`config.mk`:
```
export PLATFORM = sky130hd
export DESIGN_NAME = tcwd_top
export DESIGN_NICKNAME = d
export VERILOG_FILES = /design/src/rtl/tcwd_pkg.sv /design/src/rtl/tcwd_mem_if.sv /design/src/rtl/tcwd_mem.sv /design/src/rtl/tcwd_top.sv
export SDC_FILE = /design/constraint.sdc
export NUM_CORES = 2
export LEC_CHECK = 0
export BUFFER_PORTS_ARGS = -buffer_cell sky130_fd_sc_hd__buf_2
export CELL_PAD_IN_SITES_DETAIL_PLACEMENT = 1
export CELL_PAD_IN_SITES_GLOBAL_PLACEMENT = 1
export CORE_ASPECT_RATIO = 0.5
export CORE_MARGIN = 1.5
export CORE_UTILIZATION = 35
export DETAILED_ROUTE_END_ITERATION = 8
export PLACE_DENSITY_LB_ADDON = 0.05
export SYNTH_ARGS = -nofsm -noshare
export SYNTH_HDL_FRONTEND = slang
export SYNTH_HIERARCHICAL = 1
export SYNTH_SLANG_ARGS = --single-unit
```
`constraint.sdc`:
```
create_clock -name MCLK_I -period 30 [get_ports MCLK_I]
set_input_delay 3 -clock MCLK_I [delete_from_list [all_inputs] [get_ports MCLK_I]]
set_output_delay 3 -clock MCLK_I [all_outputs]
set_load 0.01 [all_outputs]
```
`src/rtl/tcwd_pkg.sv`:
```
// Shared constants and types for the touch wheel detect and compensation block.
// Assumes a single 200 MHz clock and a tick converter that reports signed ticks.
package tcwd_pkg;

  // Sizes of the sensing array and of its data words.
  localparam int IN_NUM = 12;
  localparam int IDX_W = 4;
  localparam int TICK_W = 16;
  localparam int COMP_W = 16;
  localparam int SENS_W = 4;
  localparam int POS_W = 8;
  localparam int DIV_W = 32;
  localparam int AVG_SHIFT = 3;

  // Scan period timing, derived from the clock rate.
  localparam int CLK_MHZ = 200;
  localparam int SCAN_PERIOD_US = 30000;
  localparam int SCAN_CYC_DEF = SCAN_PERIOD_US * CLK_MHZ;

  // Reset and start values.
  localparam logic [COMP_W-1:0] COMP_RST = 16'h0000;
  localparam logic [COMP_W-1:0] COMP_MSB = 16'h8000;
  localparam logic [TICK_W-1:0] TICK_RST = 16'h0000;
  localparam logic [15:0] PER_RST = 16'h0000;
  localparam logic [POS_W-1:0] POS_RST = 8'h00;
  localparam logic [IDX_W-1:0] BIT_TOP = 4'hF;

  // Sequencer states.
  typedef enum logic [3:0] {
    ST_IDLE, ST_FIND, ST_READ, ST_CONV, ST_WAIT, ST_ACC, ST_DSET, ST_DIV, ST_DONE
  } tcwd_state_e;

endpackage : tcwd_pkg

```
`src/rtl/tcwd_mem_if.sv`:
```
// Carrier between the sequencer and the compensation value store.
// Assumes one clock shared by both ends; read data lag the address by one edge.
`timescale 1ns/1ps
interface tcwd_mem_if #(
  parameter int AW = 4,
  parameter int DW = 16
);
  logic we;
  logic [AW-1:0] waddr;
  logic [DW-1:0] wdata;
  logic [AW-1:0] raddr;
  logic [DW-1:0] rdata;

  modport ctl (output we, output waddr, output wdata, output raddr, input rdata);
  modport mem (input we, input waddr, input wdata, input raddr, output rdata);
endinterface : tcwd_mem_if

```
`src/rtl/tcwd_mem.sv`:
```
// Small word store holding one offset compensation value per sense input.
// The controller reads and writes the same word in one cycle; that read returns the old contents.
`timescale 1ns/1ps
module tcwd_mem #(
  parameter int DEPTH = 12
) (
  // Clock.
  input wire logic clk_i,
  // Access port.
  tcwd_mem_if.mem port
);

  logic [$bits(port.wdata)-1:0] store [DEPTH];
  logic [$bits(port.wdata)-1:0] rdata_ff;

  // Contents carry no reset: they are rebuilt after every power-up.
  always_ff @(posedge clk_i) begin
    if (port.we) begin
      store[port.waddr] <= port.wdata;
    end
    rdata_ff <= store[port.raddr];
  end

  assign port.rdata = rdata_ff;

endmodule : tcwd_mem

```
`src/rtl/tcwd_top.sv`:
```
// Scan sequencer, touch detection, wheel position and offset compensation.
// Assumes a tick converter that takes a start pulse and returns signed ticks with a done pulse.
`timescale 1ns/1ps
module tcwd_top import tcwd_pkg::*; #(
  parameter int N_IN = IN_NUM,
  parameter int SCAN_CYC = SCAN_CYC_DEF
) (
  // Clock and reset.
  input wire logic MCLK_I,
  input wire logic RESETN_I,
  // Mode and host control.
  input wire logic RUN_I,
  input wire logic COMP_REQ_I,
  // Configuration.
  input wire logic [N_IN-1:0] EN_I,
  input wire logic [N_IN-1:0] WHEEL_I,
  input wire logic [N_IN*TICK_W-1:0] THRESH_I,
  input wire logic [TICK_W-1:0] HYST_I,
  input wire logic [N_IN*SENS_W-1:0] SENS_I,
  input wire logic [POS_W-1:0] WHL_MAX_I,
  input wire logic [POS_W-1:0] STEP_I,
  input wire logic [TICK_W-1:0] NOISE_POS_I,
  input wire logic [TICK_W-1:0] NOISE_NEG_I,
  input wire logic [15:0] COMP_PERIOD_I,
  // Analog tick converter.
  output logic CONV_START_O,
  output logic [IDX_W-1:0] CONV_SEL_O,
  output logic [SENS_W-1:0] CONV_SENS_O,
  output logic [COMP_W-1:0] CONV_COMP_O,
  input wire logic CONV_DONE_I,
  input wire logic [TICK_W-1:0] CONV_TICKS_I,
  // Detection results.
  output logic [N_IN-1:0] BTN_ON_O,
  output logic WHL_ON_O,
  output logic [POS_W-1:0] WHL_POS_O,
  output logic ROT_CW_O,
  output logic ROT_CCW_O,
  output logic COMP_BUSY_O,
  output logic SCAN_DONE_O
);

  // The index counter must be able to hold N_IN itself as the end marker.
  if (N_IN < 2 || N_IN > 15) begin : g_bad_n
    $error("N_IN must lie between 2 and 15");
  end
  if (SCAN_CYC < 64) begin : g_bad_scan
    $error("SCAN_CYC too short for one scan");
  end

  localparam logic [IDX_W-1:0] N_IDX = IDX_W'(N_IN);
  localparam logic [31:0] SCAN_LAST = 32'(SCAN_CYC - 1);

  // Hysteresis decision for one input, shared by buttons, proximity and wheel members.
  function automatic logic on_next(input logic on, input logic [TICK_W-1:0] t,
                                   input logic [TICK_W-1:0] thr,
                                   input logic [TICK_W-1:0] hy);
    logic signed [TICK_W+1:0] ts;
    logic signed [TICK_W+1:0] hi;
    logic signed [TICK_W+1:0] lo;
    ts = {{2{t[TICK_W-1]}}, t};
    hi = $signed({2'b00, thr}) + $signed({2'b00, hy});
    lo = $signed({2'b00, thr}) - $signed({2'b00, hy});
    on_next = on ? !(ts < lo) : (ts >= hi);
  endfunction : on_next

  tcwd_state_e state_ff;
  logic [IDX_W-1:0] idx_ff;
  logic [IDX_W-1:0] bit_ff;
  logic [IDX_W-1:0] k_ff;
  logic [COMP_W-1:0] trial_ff;
  logic [SENS_W-1:0] sens_ff;
  logic start_ff;
  logic comp_ff;
  logic pend_ff;
  logic [31:0] scan_cnt_ff;
  logic [15:0] per_cnt_ff;
  logic [TICK_W-1:0] ticks_ff [N_IN];
  logic [TICK_W-1:0] avg_ff [N_IN];
  logic [N_IN-1:0] on_ff;
  logic [23:0] wsum_ff;
  logic [23:0] psum_ff;
  logic [DIV_W-1:0] quo_ff;
  logic [DIV_W:0] rem_ff;
  logic [DIV_W-1:0] den_ff;
  logic [4:0] div_cnt_ff;
  logic [POS_W-1:0] pos_ff;
  logic [POS_W-1:0] prev_ff;
  logic prev_vld_ff;
  logic whl_on_ff;
  logic cw_ff;
  logic ccw_ff;
  logic done_ff;
  logic [N_IN-1:0] btn_ff;

  tcwd_mem_if #(.AW(IDX_W), .DW(COMP_W)) mif ();

  tcwd_mem #(.DEPTH(N_IN)) u_mem (
    .clk_i(MCLK_I),
    .port(mif.mem)
  );

  // Selection of the current input, guarded against the end-marker index.
  wire in_range = idx_ff < N_IDX;
  wire [IDX_W-1:0] sidx = in_range ? idx_ff : '0;
  wire cur_en = in_range && EN_I[sidx];
  wire cur_whl = cur_en && WHEEL_I[sidx];
  wire [TICK_W-1:0] cur_tick = ticks_ff[sidx];
  wire [TICK_W-1:0] cur_thr = THRESH_I[sidx*TICK_W +: TICK_W];
  wire [SENS_W-1:0] cur_sens = SENS_I[sidx*SENS_W +: SENS_W];
  wire cur_pos = !cur_tick[TICK_W-1] && (cur_tick != TICK_RST);

  // Scan timer and the triggers that start a compensation run.
  wire scan_tick = scan_cnt_ff == SCAN_LAST;
  wire scan_take = (state_ff == ST_IDLE) && scan_tick && RUN_I;
  wire per_hit = (COMP_PERIOD_I != PER_RST) && (per_cnt_ff + 16'h0001 >= COMP_PERIOD_I);
  wire host_req = COMP_REQ_I && RUN_I;

  // Successive approximation step: larger compensation gives fewer ticks.
  wire [COMP_W-1:0] bit_mask = COMP_W'(1) << bit_ff;
  wire tick_hi = !CONV_TICKS_I[TICK_W-1] && (CONV_TICKS_I != TICK_RST);
  wire [COMP_W-1:0] trial_kept = tick_hi ? trial_ff : (trial_ff & ~bit_mask);
  wire last_bit = bit_ff == '0;

  // First-order low-pass of the raw ticks and its noise band check.
  wire [TICK_W:0] avg_diff = {CONV_TICKS_I[TICK_W-1], CONV_TICKS_I}
                           - {avg_ff[sidx][TICK_W-1], avg_ff[sidx]};
  wire [TICK_W:0] avg_step = $signed(avg_diff) >>> AVG_SHIFT;
  wire [TICK_W-1:0] avg_next = avg_ff[sidx] + avg_step[TICK_W-1:0];
  wire noise_out = ($signed(avg_next) > $signed({1'b0, NOISE_POS_I}))
                || ($signed({avg_next[TICK_W-1], avg_next})
                    < -$signed({1'b0, NOISE_NEG_I}));
  wire noise_hit = (state_ff == ST_WAIT) && CONV_DONE_I && !comp_ff && noise_out;

  // Restoring divider step for the centre of gravity quotient.
  wire [DIV_W:0] rem_sh = {rem_ff[DIV_W-1:0], quo_ff[DIV_W-1]};
  wire div_ge = rem_sh >= {1'b0, den_ff};
  wire [DIV_W:0] rem_nx = div_ge ? (rem_sh - {1'b0, den_ff}) : rem_sh;
  wire [POS_W-1:0] quo_pos = (quo_ff > DIV_W'(WHL_MAX_I)) ? WHL_MAX_I : quo_ff[POS_W-1:0];

  // Rotation step between the last and the new position.
  wire [POS_W:0] fwd = {1'b0, quo_pos} - {1'b0, prev_ff};
  wire [POS_W:0] bwd = {1'b0, prev_ff} - {1'b0, quo_pos};
  wire any_whl_on = |(on_ff & WHEEL_I & EN_I);

  // Scan period timer; runs freely so the period does not depend on the scan length.
  always_ff @(posedge MCLK_I) begin
    if (!RESETN_I) begin
      scan_cnt_ff <= '0;
    end else begin
      scan_cnt_ff <= scan_tick ? '0 : scan_cnt_ff + 32'h0000_0001;
    end
  end

  // Pending compensation request; a new cause in the taking cycle is kept.
  always_ff @(posedge MCLK_I) begin
    if (!RESETN_I) begin
      pend_ff <= 1'b1;
    end else begin
      pend_ff <= noise_hit || host_req || (state_ff == ST_DONE && per_hit)
              || (pend_ff && !scan_take);
    end
  end

  // Main sequencer: measure, compensate or process, then wait for the next period.
  always_ff @(posedge MCLK_I) begin
    if (!RESETN_I) begin
      state_ff <= ST_IDLE;
      idx_ff <= '0;
      bit_ff <= BIT_TOP;
      trial_ff <= COMP_RST;
      sens_ff <= '0;
      start_ff <= 1'b0;
      comp_ff <= 1'b0;
      per_cnt_ff <= PER_RST;
    end else begin
      start_ff <= 1'b0;
      case (state_ff)
        ST_IDLE: begin
          if (scan_take) begin
            comp_ff <= pend_ff;
            idx_ff <= '0;
            state_ff <= ST_FIND;
          end
        end
        ST_FIND: begin
          if (!in_range) begin
            idx_ff <= '0;
            if (comp_ff) begin
              comp_ff <= 1'b0;
              per_cnt_ff <= PER_RST;
              state_ff <= ST_IDLE;
            end else begin
              state_ff <= ST_ACC;
            end
          end else if (cur_en) begin
            state_ff <= ST_READ;
          end else begin
            idx_ff <= idx_ff + 4'h1;
          end
        end
        ST_READ: begin
          trial_ff <= comp_ff ? COMP_MSB : mif.rdata;
          sens_ff <= cur_sens;
          bit_ff <= BIT_TOP;
          state_ff <= ST_CONV;
        end
        ST_CONV: begin
          start_ff <= 1'b1;
          state_ff <= ST_WAIT;
        end
        ST_WAIT: begin
          if (CONV_DONE_I) begin
            if (comp_ff && !last_bit) begin
              trial_ff <= trial_kept | (bit_mask >> 1);
              bit_ff <= bit_ff - 4'h1;
              state_ff <= ST_CONV;
            end else begin
              if (comp_ff) begin
                trial_ff <= trial_kept;
              end
              idx_ff <= idx_ff + 4'h1;
              state_ff <= ST_FIND;
            end
          end
        end
        ST_ACC: begin
          if (in_range) begin
            idx_ff <= idx_ff + 4'h1;
          end else begin
            state_ff <= ST_DSET;
          end
        end
        ST_DSET: begin
          state_ff <= ST_DIV;
        end
        ST_DIV: begin
          if (div_cnt_ff == 5'h1F) begin
            state_ff <= ST_DONE;
          end
        end
        ST_DONE: begin
          per_cnt_ff <= per_hit ? PER_RST : per_cnt_ff + 16'h0001;
          state_ff <= ST_IDLE;
        end
        default: begin
          state_ff <= ST_IDLE;
        end
      endcase
    end
  end

  // Compensation word is written once its last bit has been decided.
  assign mif.we = (state_ff == ST_WAIT) && CONV_DONE_I && comp_ff && last_bit;
  assign mif.waddr = sidx;
  assign mif.wdata = trial_kept;
  assign mif.raddr = sidx;

  // Raw ticks and their average; averages restart after new compensation values.
  always_ff @(posedge MCLK_I) begin
    if (!RESETN_I) begin
      for (int i = 0; i < N_IN; i++) begin
        ticks_ff[i] <= TICK_RST;
        avg_ff[i] <= TICK_RST;
      end
    end else if (state_ff == ST_FIND && !in_range && comp_ff) begin
      for (int i = 0; i < N_IN; i++) begin
        avg_ff[i] <= TICK_RST;
      end
    end else if (state_ff == ST_WAIT && CONV_DONE_I && !comp_ff) begin
      ticks_ff[sidx] <= CONV_TICKS_I;
      avg_ff[sidx] <= avg_next;
    end
  end

  // Per input decisions and wheel sums, one input per cycle.
  always_ff @(posedge MCLK_I) begin
    if (!RESETN_I) begin
      on_ff <= '0;
      wsum_ff <= '0;
      psum_ff <= '0;
      k_ff <= '0;
    end else if (state_ff == ST_FIND && !in_range) begin
      wsum_ff <= '0;
      psum_ff <= '0;
      k_ff <= '0;
    end else if (state_ff == ST_ACC && in_range) begin
      on_ff[sidx] <= cur_en && on_next(on_ff[sidx], cur_tick, cur_thr, HYST_I);
      if (cur_whl) begin
        k_ff <= k_ff + 4'h1;
        if (cur_pos) begin
          wsum_ff <= wsum_ff + 24'(cur_tick);
          psum_ff <= psum_ff + 24'(cur_tick * k_ff);
        end
      end
    end
  end

  // Quotient of weighted sum over sum, scaled to the configured maximum.
  always_ff @(posedge MCLK_I) begin
    if (!RESETN_I) begin
      quo_ff <= '0;
      rem_ff <= '0;
      den_ff <= '0;
      div_cnt_ff <= '0;
    end else if (state_ff == ST_DSET) begin
      div_cnt_ff <= '0;
      rem_ff <= '0;
      if (k_ff < 4'h2 || wsum_ff == '0) begin
        quo_ff <= '0;
        den_ff <= '1;
      end else begin
        quo_ff <= DIV_W'(psum_ff * WHL_MAX_I);
        den_ff <= DIV_W'(wsum_ff * (k_ff - 4'h1));
      end
    end else if (state_ff == ST_DIV) begin
      rem_ff <= rem_nx;
      quo_ff <= {quo_ff[DIV_W-2:0], div_ge};
      div_cnt_ff <= div_cnt_ff + 5'h01;
    end
  end

  // Published results change only at the end of processing.
  always_ff @(posedge MCLK_I) begin
    if (!RESETN_I) begin
      btn_ff <= '0;
      whl_on_ff <= 1'b0;
      pos_ff <= POS_RST;
      prev_ff <= POS_RST;
      prev_vld_ff <= 1'b0;
      cw_ff <= 1'b0;
      ccw_ff <= 1'b0;
      done_ff <= 1'b0;
    end else begin
      done_ff <= state_ff == ST_DONE;
      if (state_ff == ST_FIND && !in_range && comp_ff) begin
        prev_vld_ff <= 1'b0;
      end else if (state_ff == ST_DONE) begin
        btn_ff <= on_ff & EN_I & ~WHEEL_I;
        whl_on_ff <= any_whl_on;
        if (any_whl_on) begin
          pos_ff <= quo_pos;
          prev_ff <= quo_pos;
          prev_vld_ff <= 1'b1;
          cw_ff <= prev_vld_ff && !fwd[POS_W] && fwd[POS_W-1:0] >= STEP_I;
          ccw_ff <= prev_vld_ff && !bwd[POS_W] && bwd[POS_W-1:0] >= STEP_I;
        end else begin
          prev_vld_ff <= 1'b0;
          cw_ff <= 1'b0;
          ccw_ff <= 1'b0;
        end
      end
    end
  end

  // Every output is a flip-flop.
  assign CONV_START_O = start_ff;
  assign CONV_SEL_O = idx_ff;
  assign CONV_SENS_O = sens_ff;
  assign CONV_COMP_O = trial_ff;
  assign BTN_ON_O = btn_ff;
  assign WHL_ON_O = whl_on_ff;
  assign WHL_POS_O = pos_ff;
  assign ROT_CW_O = cw_ff;
  assign ROT_CCW_O = ccw_ff;
  assign COMP_BUSY_O = comp_ff;
  assign SCAN_DONE_O = done_ff;

endmodule : tcwd_top

```
==> flow_summary.toml <==
[detailed_routing]
drtAntennaViolNets = 0
drc = 0
vias = 52000
wl_um = 248000
vias_per_cell = 5.64
routedWlPerCell_um = 27.0
first_pass_iters = 5
drt_iter0_markers = 3697

[clock_network]
cts_resized = 0
root_buffer = "clkbuf_16"
cts_tree = "done"
clock_sinks = 991
htreeDepth = 3
cts_setup_buffers = 0
clkTransAtPathRegs_ps = 70
cts_made_buffers = 99
clock_path_buffers = 3
clk_latency_ps = 780
hold_buffers = 0

[yosys]
synth_area_um2 = 64400
synth.yosys.seq_area_share_pct = 41.7
synth-edff-count = 704
avgSynthCellArea_um2 = 9.96
syn-num-nets = 7456
synth_seq_cells = 991
synth-async-reset-ratio_pct = 0
yosys-top-cells-area = "edfxtp_1 (33%), dfxtp_1 (8.9%), fa_1 (7.8%), ha_1 (7.3%), nor2_1 (3.6%)"
ys_warn_count = 6
syn-instance-count = 6467
synth_flop_cell = "edfxtp_1"
yosys.area.top_type_share_pct = 32.8
ys_types = 107
yosysTopAreaCell = "edfxtp_1"

[cells_and_area]
nNetsFinal = 7675
drive_gt1_share_pct = 12.9
final_area_um2 = 72600
final_core_util_pct = 39.7
area_delta_synth_final_pct = 12.7
final_cell_mix = "edfxtp_1 (704), nor2_1 (602), nand2_1 (506)"
layout_commonest_cell = "edfxtp_1"
fill_cells = 20400
fin_cells = 9208

[worst_setup_path]
path_delay_family = "compound AO/OA/AOI/OAI gates"
slowest_delay_ps = 960
worstPathRequired_ps = 30640
crit_arrival_ps = 10650
endpoint_kind = "flop"
crit_path_start_kind = "flop"
crit_type = "reg2reg"
worst-path-buf-inv = 3
cp_max_fo = 43
slowest_stage = "xnor2_1"

[placed_design]
gp_congestion = 0.943
dpl-instance-area_um2 = 69200
dp_cells = 9014
dp_hpwl_um = 175000
portBuffers = 414

[timing]
slew_headroom_pct = 14.0
min_period_over_period_pct = 33.4
maxSlewViolCount = 0
worst_pin_slew_ps = 1290
setup_tns_ps = 0
hold_violations = 0
setup_viol = 0
grt_setup_unrepaired = "no"
fin_skew_ps = 91.8
period_needed_ps = 10010
max_freq_ghz = 0.0999

[global_route]
grt_usage_pct = 26.4
grtUsageMet1_pct = 36.5
grt_max_degree = 104
grt_remaining_overflow = 0
grt_pass1_wl_um = 370000
gr-usage-met2_pct = 44.2
antenna_found_initial = 22
top_usage_layer = "met2"
use_met3_pct = 3.14
grt_pass1_vias = 55400

[power_and_ir_drop]
power.switching_mw = 0.880
power_frac_clock_pct = 41.7
seqPwrFrac_pct = 46.5
ir_worst_vdd_mv = 0.0478
swShare_pct = 27.2
combPwrFrac_pct = 11.8
p_int_mw = 2.36
p_per_area_nw_per_um2 = 44.6
cellLeakagePower_nw = 29.7

[flow_run]
maxCapViolations = 0

[status]
outcome = "finished clean"

[die]
core_um2 = 183000
num_rows = 111
dieArea_um2 = 187000
die_height_um = 306
die_w_um = 610
initial_utilization_pct = 35.2
io-pin-count = 415

[hold_path]
hp-class = "reg2reg"
-- kinds of logic after synthesis --
group / Yosys count / share of synthesized area (%)
xor gates and xnor gates: 221 / 3.03
DFF: 991 / 41.7
adders and majority gates: 629 / 15.1
and+or+nand+nor: 1955 / 14.5
muxes: 228 / 4.28
buffers and inverters: 923 / 5.52
AOI/OAI and AO/OA: 1520 / 15.8
-- final timing paths --
path                            slack [ps]  cells after the start                  startpoint                         to
worst max-delay path                 19990                     36  CONV_SEL_O[2]$_SDFFE_PN0P_         pend_ff$_SDFF_PN1_
worst min register to register         460                      1   scan_cnt_ff[0]$_SDFF_PP0_  scan_cnt_ff[0]$_SDFF_PP0_
worst max register to register       19990                     36  CONV_SEL_O[2]$_SDFFE_PN0P_         pend_ff$_SDFF_PN1_
worst min-delay path                   460                      1   scan_cnt_ff[0]$_SDFF_PP0_  scan_cnt_ff[0]$_SDFF_PP0_
-- through the flow --
stage	total power, mW	worst slack (ps)	hold slack (ps)
3_5_place_dp	1.91	19820	459
3_3_place_gp	1.90	20030	444
4_1_cts	3.27	20150	473
6_report	3.24	19990	465
5_1_grt	3.35	19400	491
2_1_floorplan	1.75	20530	430
-- flip-flops by register name, indices dropped and copies added, names as in the netlist, 24 cells and up --
register,cells
avg_ff,256
ticks_ff,256
u_mem/store,192
quo_ff,32
rem_ff,32
scan_cnt_ff,32
den_ff,30
psum_ff,24
wsum_ff,24
-- cells in the mapped netlist (19+ instances only) --
cell type	instances
and2_1	101
a221oi_1	51
nor3_1	90
a22oi_1	98
dfxtp_1	287
o221ai_1	97
o21ai_0	275
o311ai_0	27
buf_2	19
fa_1	250
and3_1	219
nor3b_1	28
mux4_2	30
a21oi_1	402
nand3_1	88
mux2i_1	152
or3_1	26
a211oi_1	36
o211ai_1	37
nor4_1	37
nand4_1	27
o21a_1	53
clkbuf_1	358
mux2_2	41
xor2_1	99
a31oi_1	27
xnor2_1	120
a21o_1	73
nand2b_1	77
o22ai_1	79
nor2_1	611
nor2b_1	82
inv_1	489
o21bai_1	52
buf_1	42
edfxtp_1	704
nand2_1	509
ha_1	374
a311oi_1	20
-- power groups by stage --
| stage | clock [mW] | sequential, mW | combinational [mW] |
|---|---|---|---|
| floorplan | 0 | 1.53 | 0.216 |
| global placement | 0 | 1.53 | 0.370 |
| detailed placement | 0 | 1.54 | 0.380 |
| CTS | 1.38 | 1.51 | 0.382 |
| global route | 1.43 | 1.51 | 0.415 |
| finish | 1.35 | 1.51 | 0.382 |
-- layout make-up --
type | instances | area (µm²) | area share (%)
repair buffers | 547 | 3100 | 4.27
flip-flops and latches | 991 | 26900 | 37.0
inverters | 494 | 1860 | 2.57
clock buffers | 118 | 2630 | 3.62
clock inverters | 68 | 792 | 1.09
multi-input cells | 4553 | 34300 | 47.2
diodes | 8 | 20.0 | 0.0276
well taps | 2429 | 3040 | 4.19
-- routing by layer --
metal  routed length [µm]  share of wire, %
met1               116000                47
met3                10600               4.3
met5                   47             0.019
met2               117000                47
met4                 5240               2.1
(Power assumes the default switching activity.)
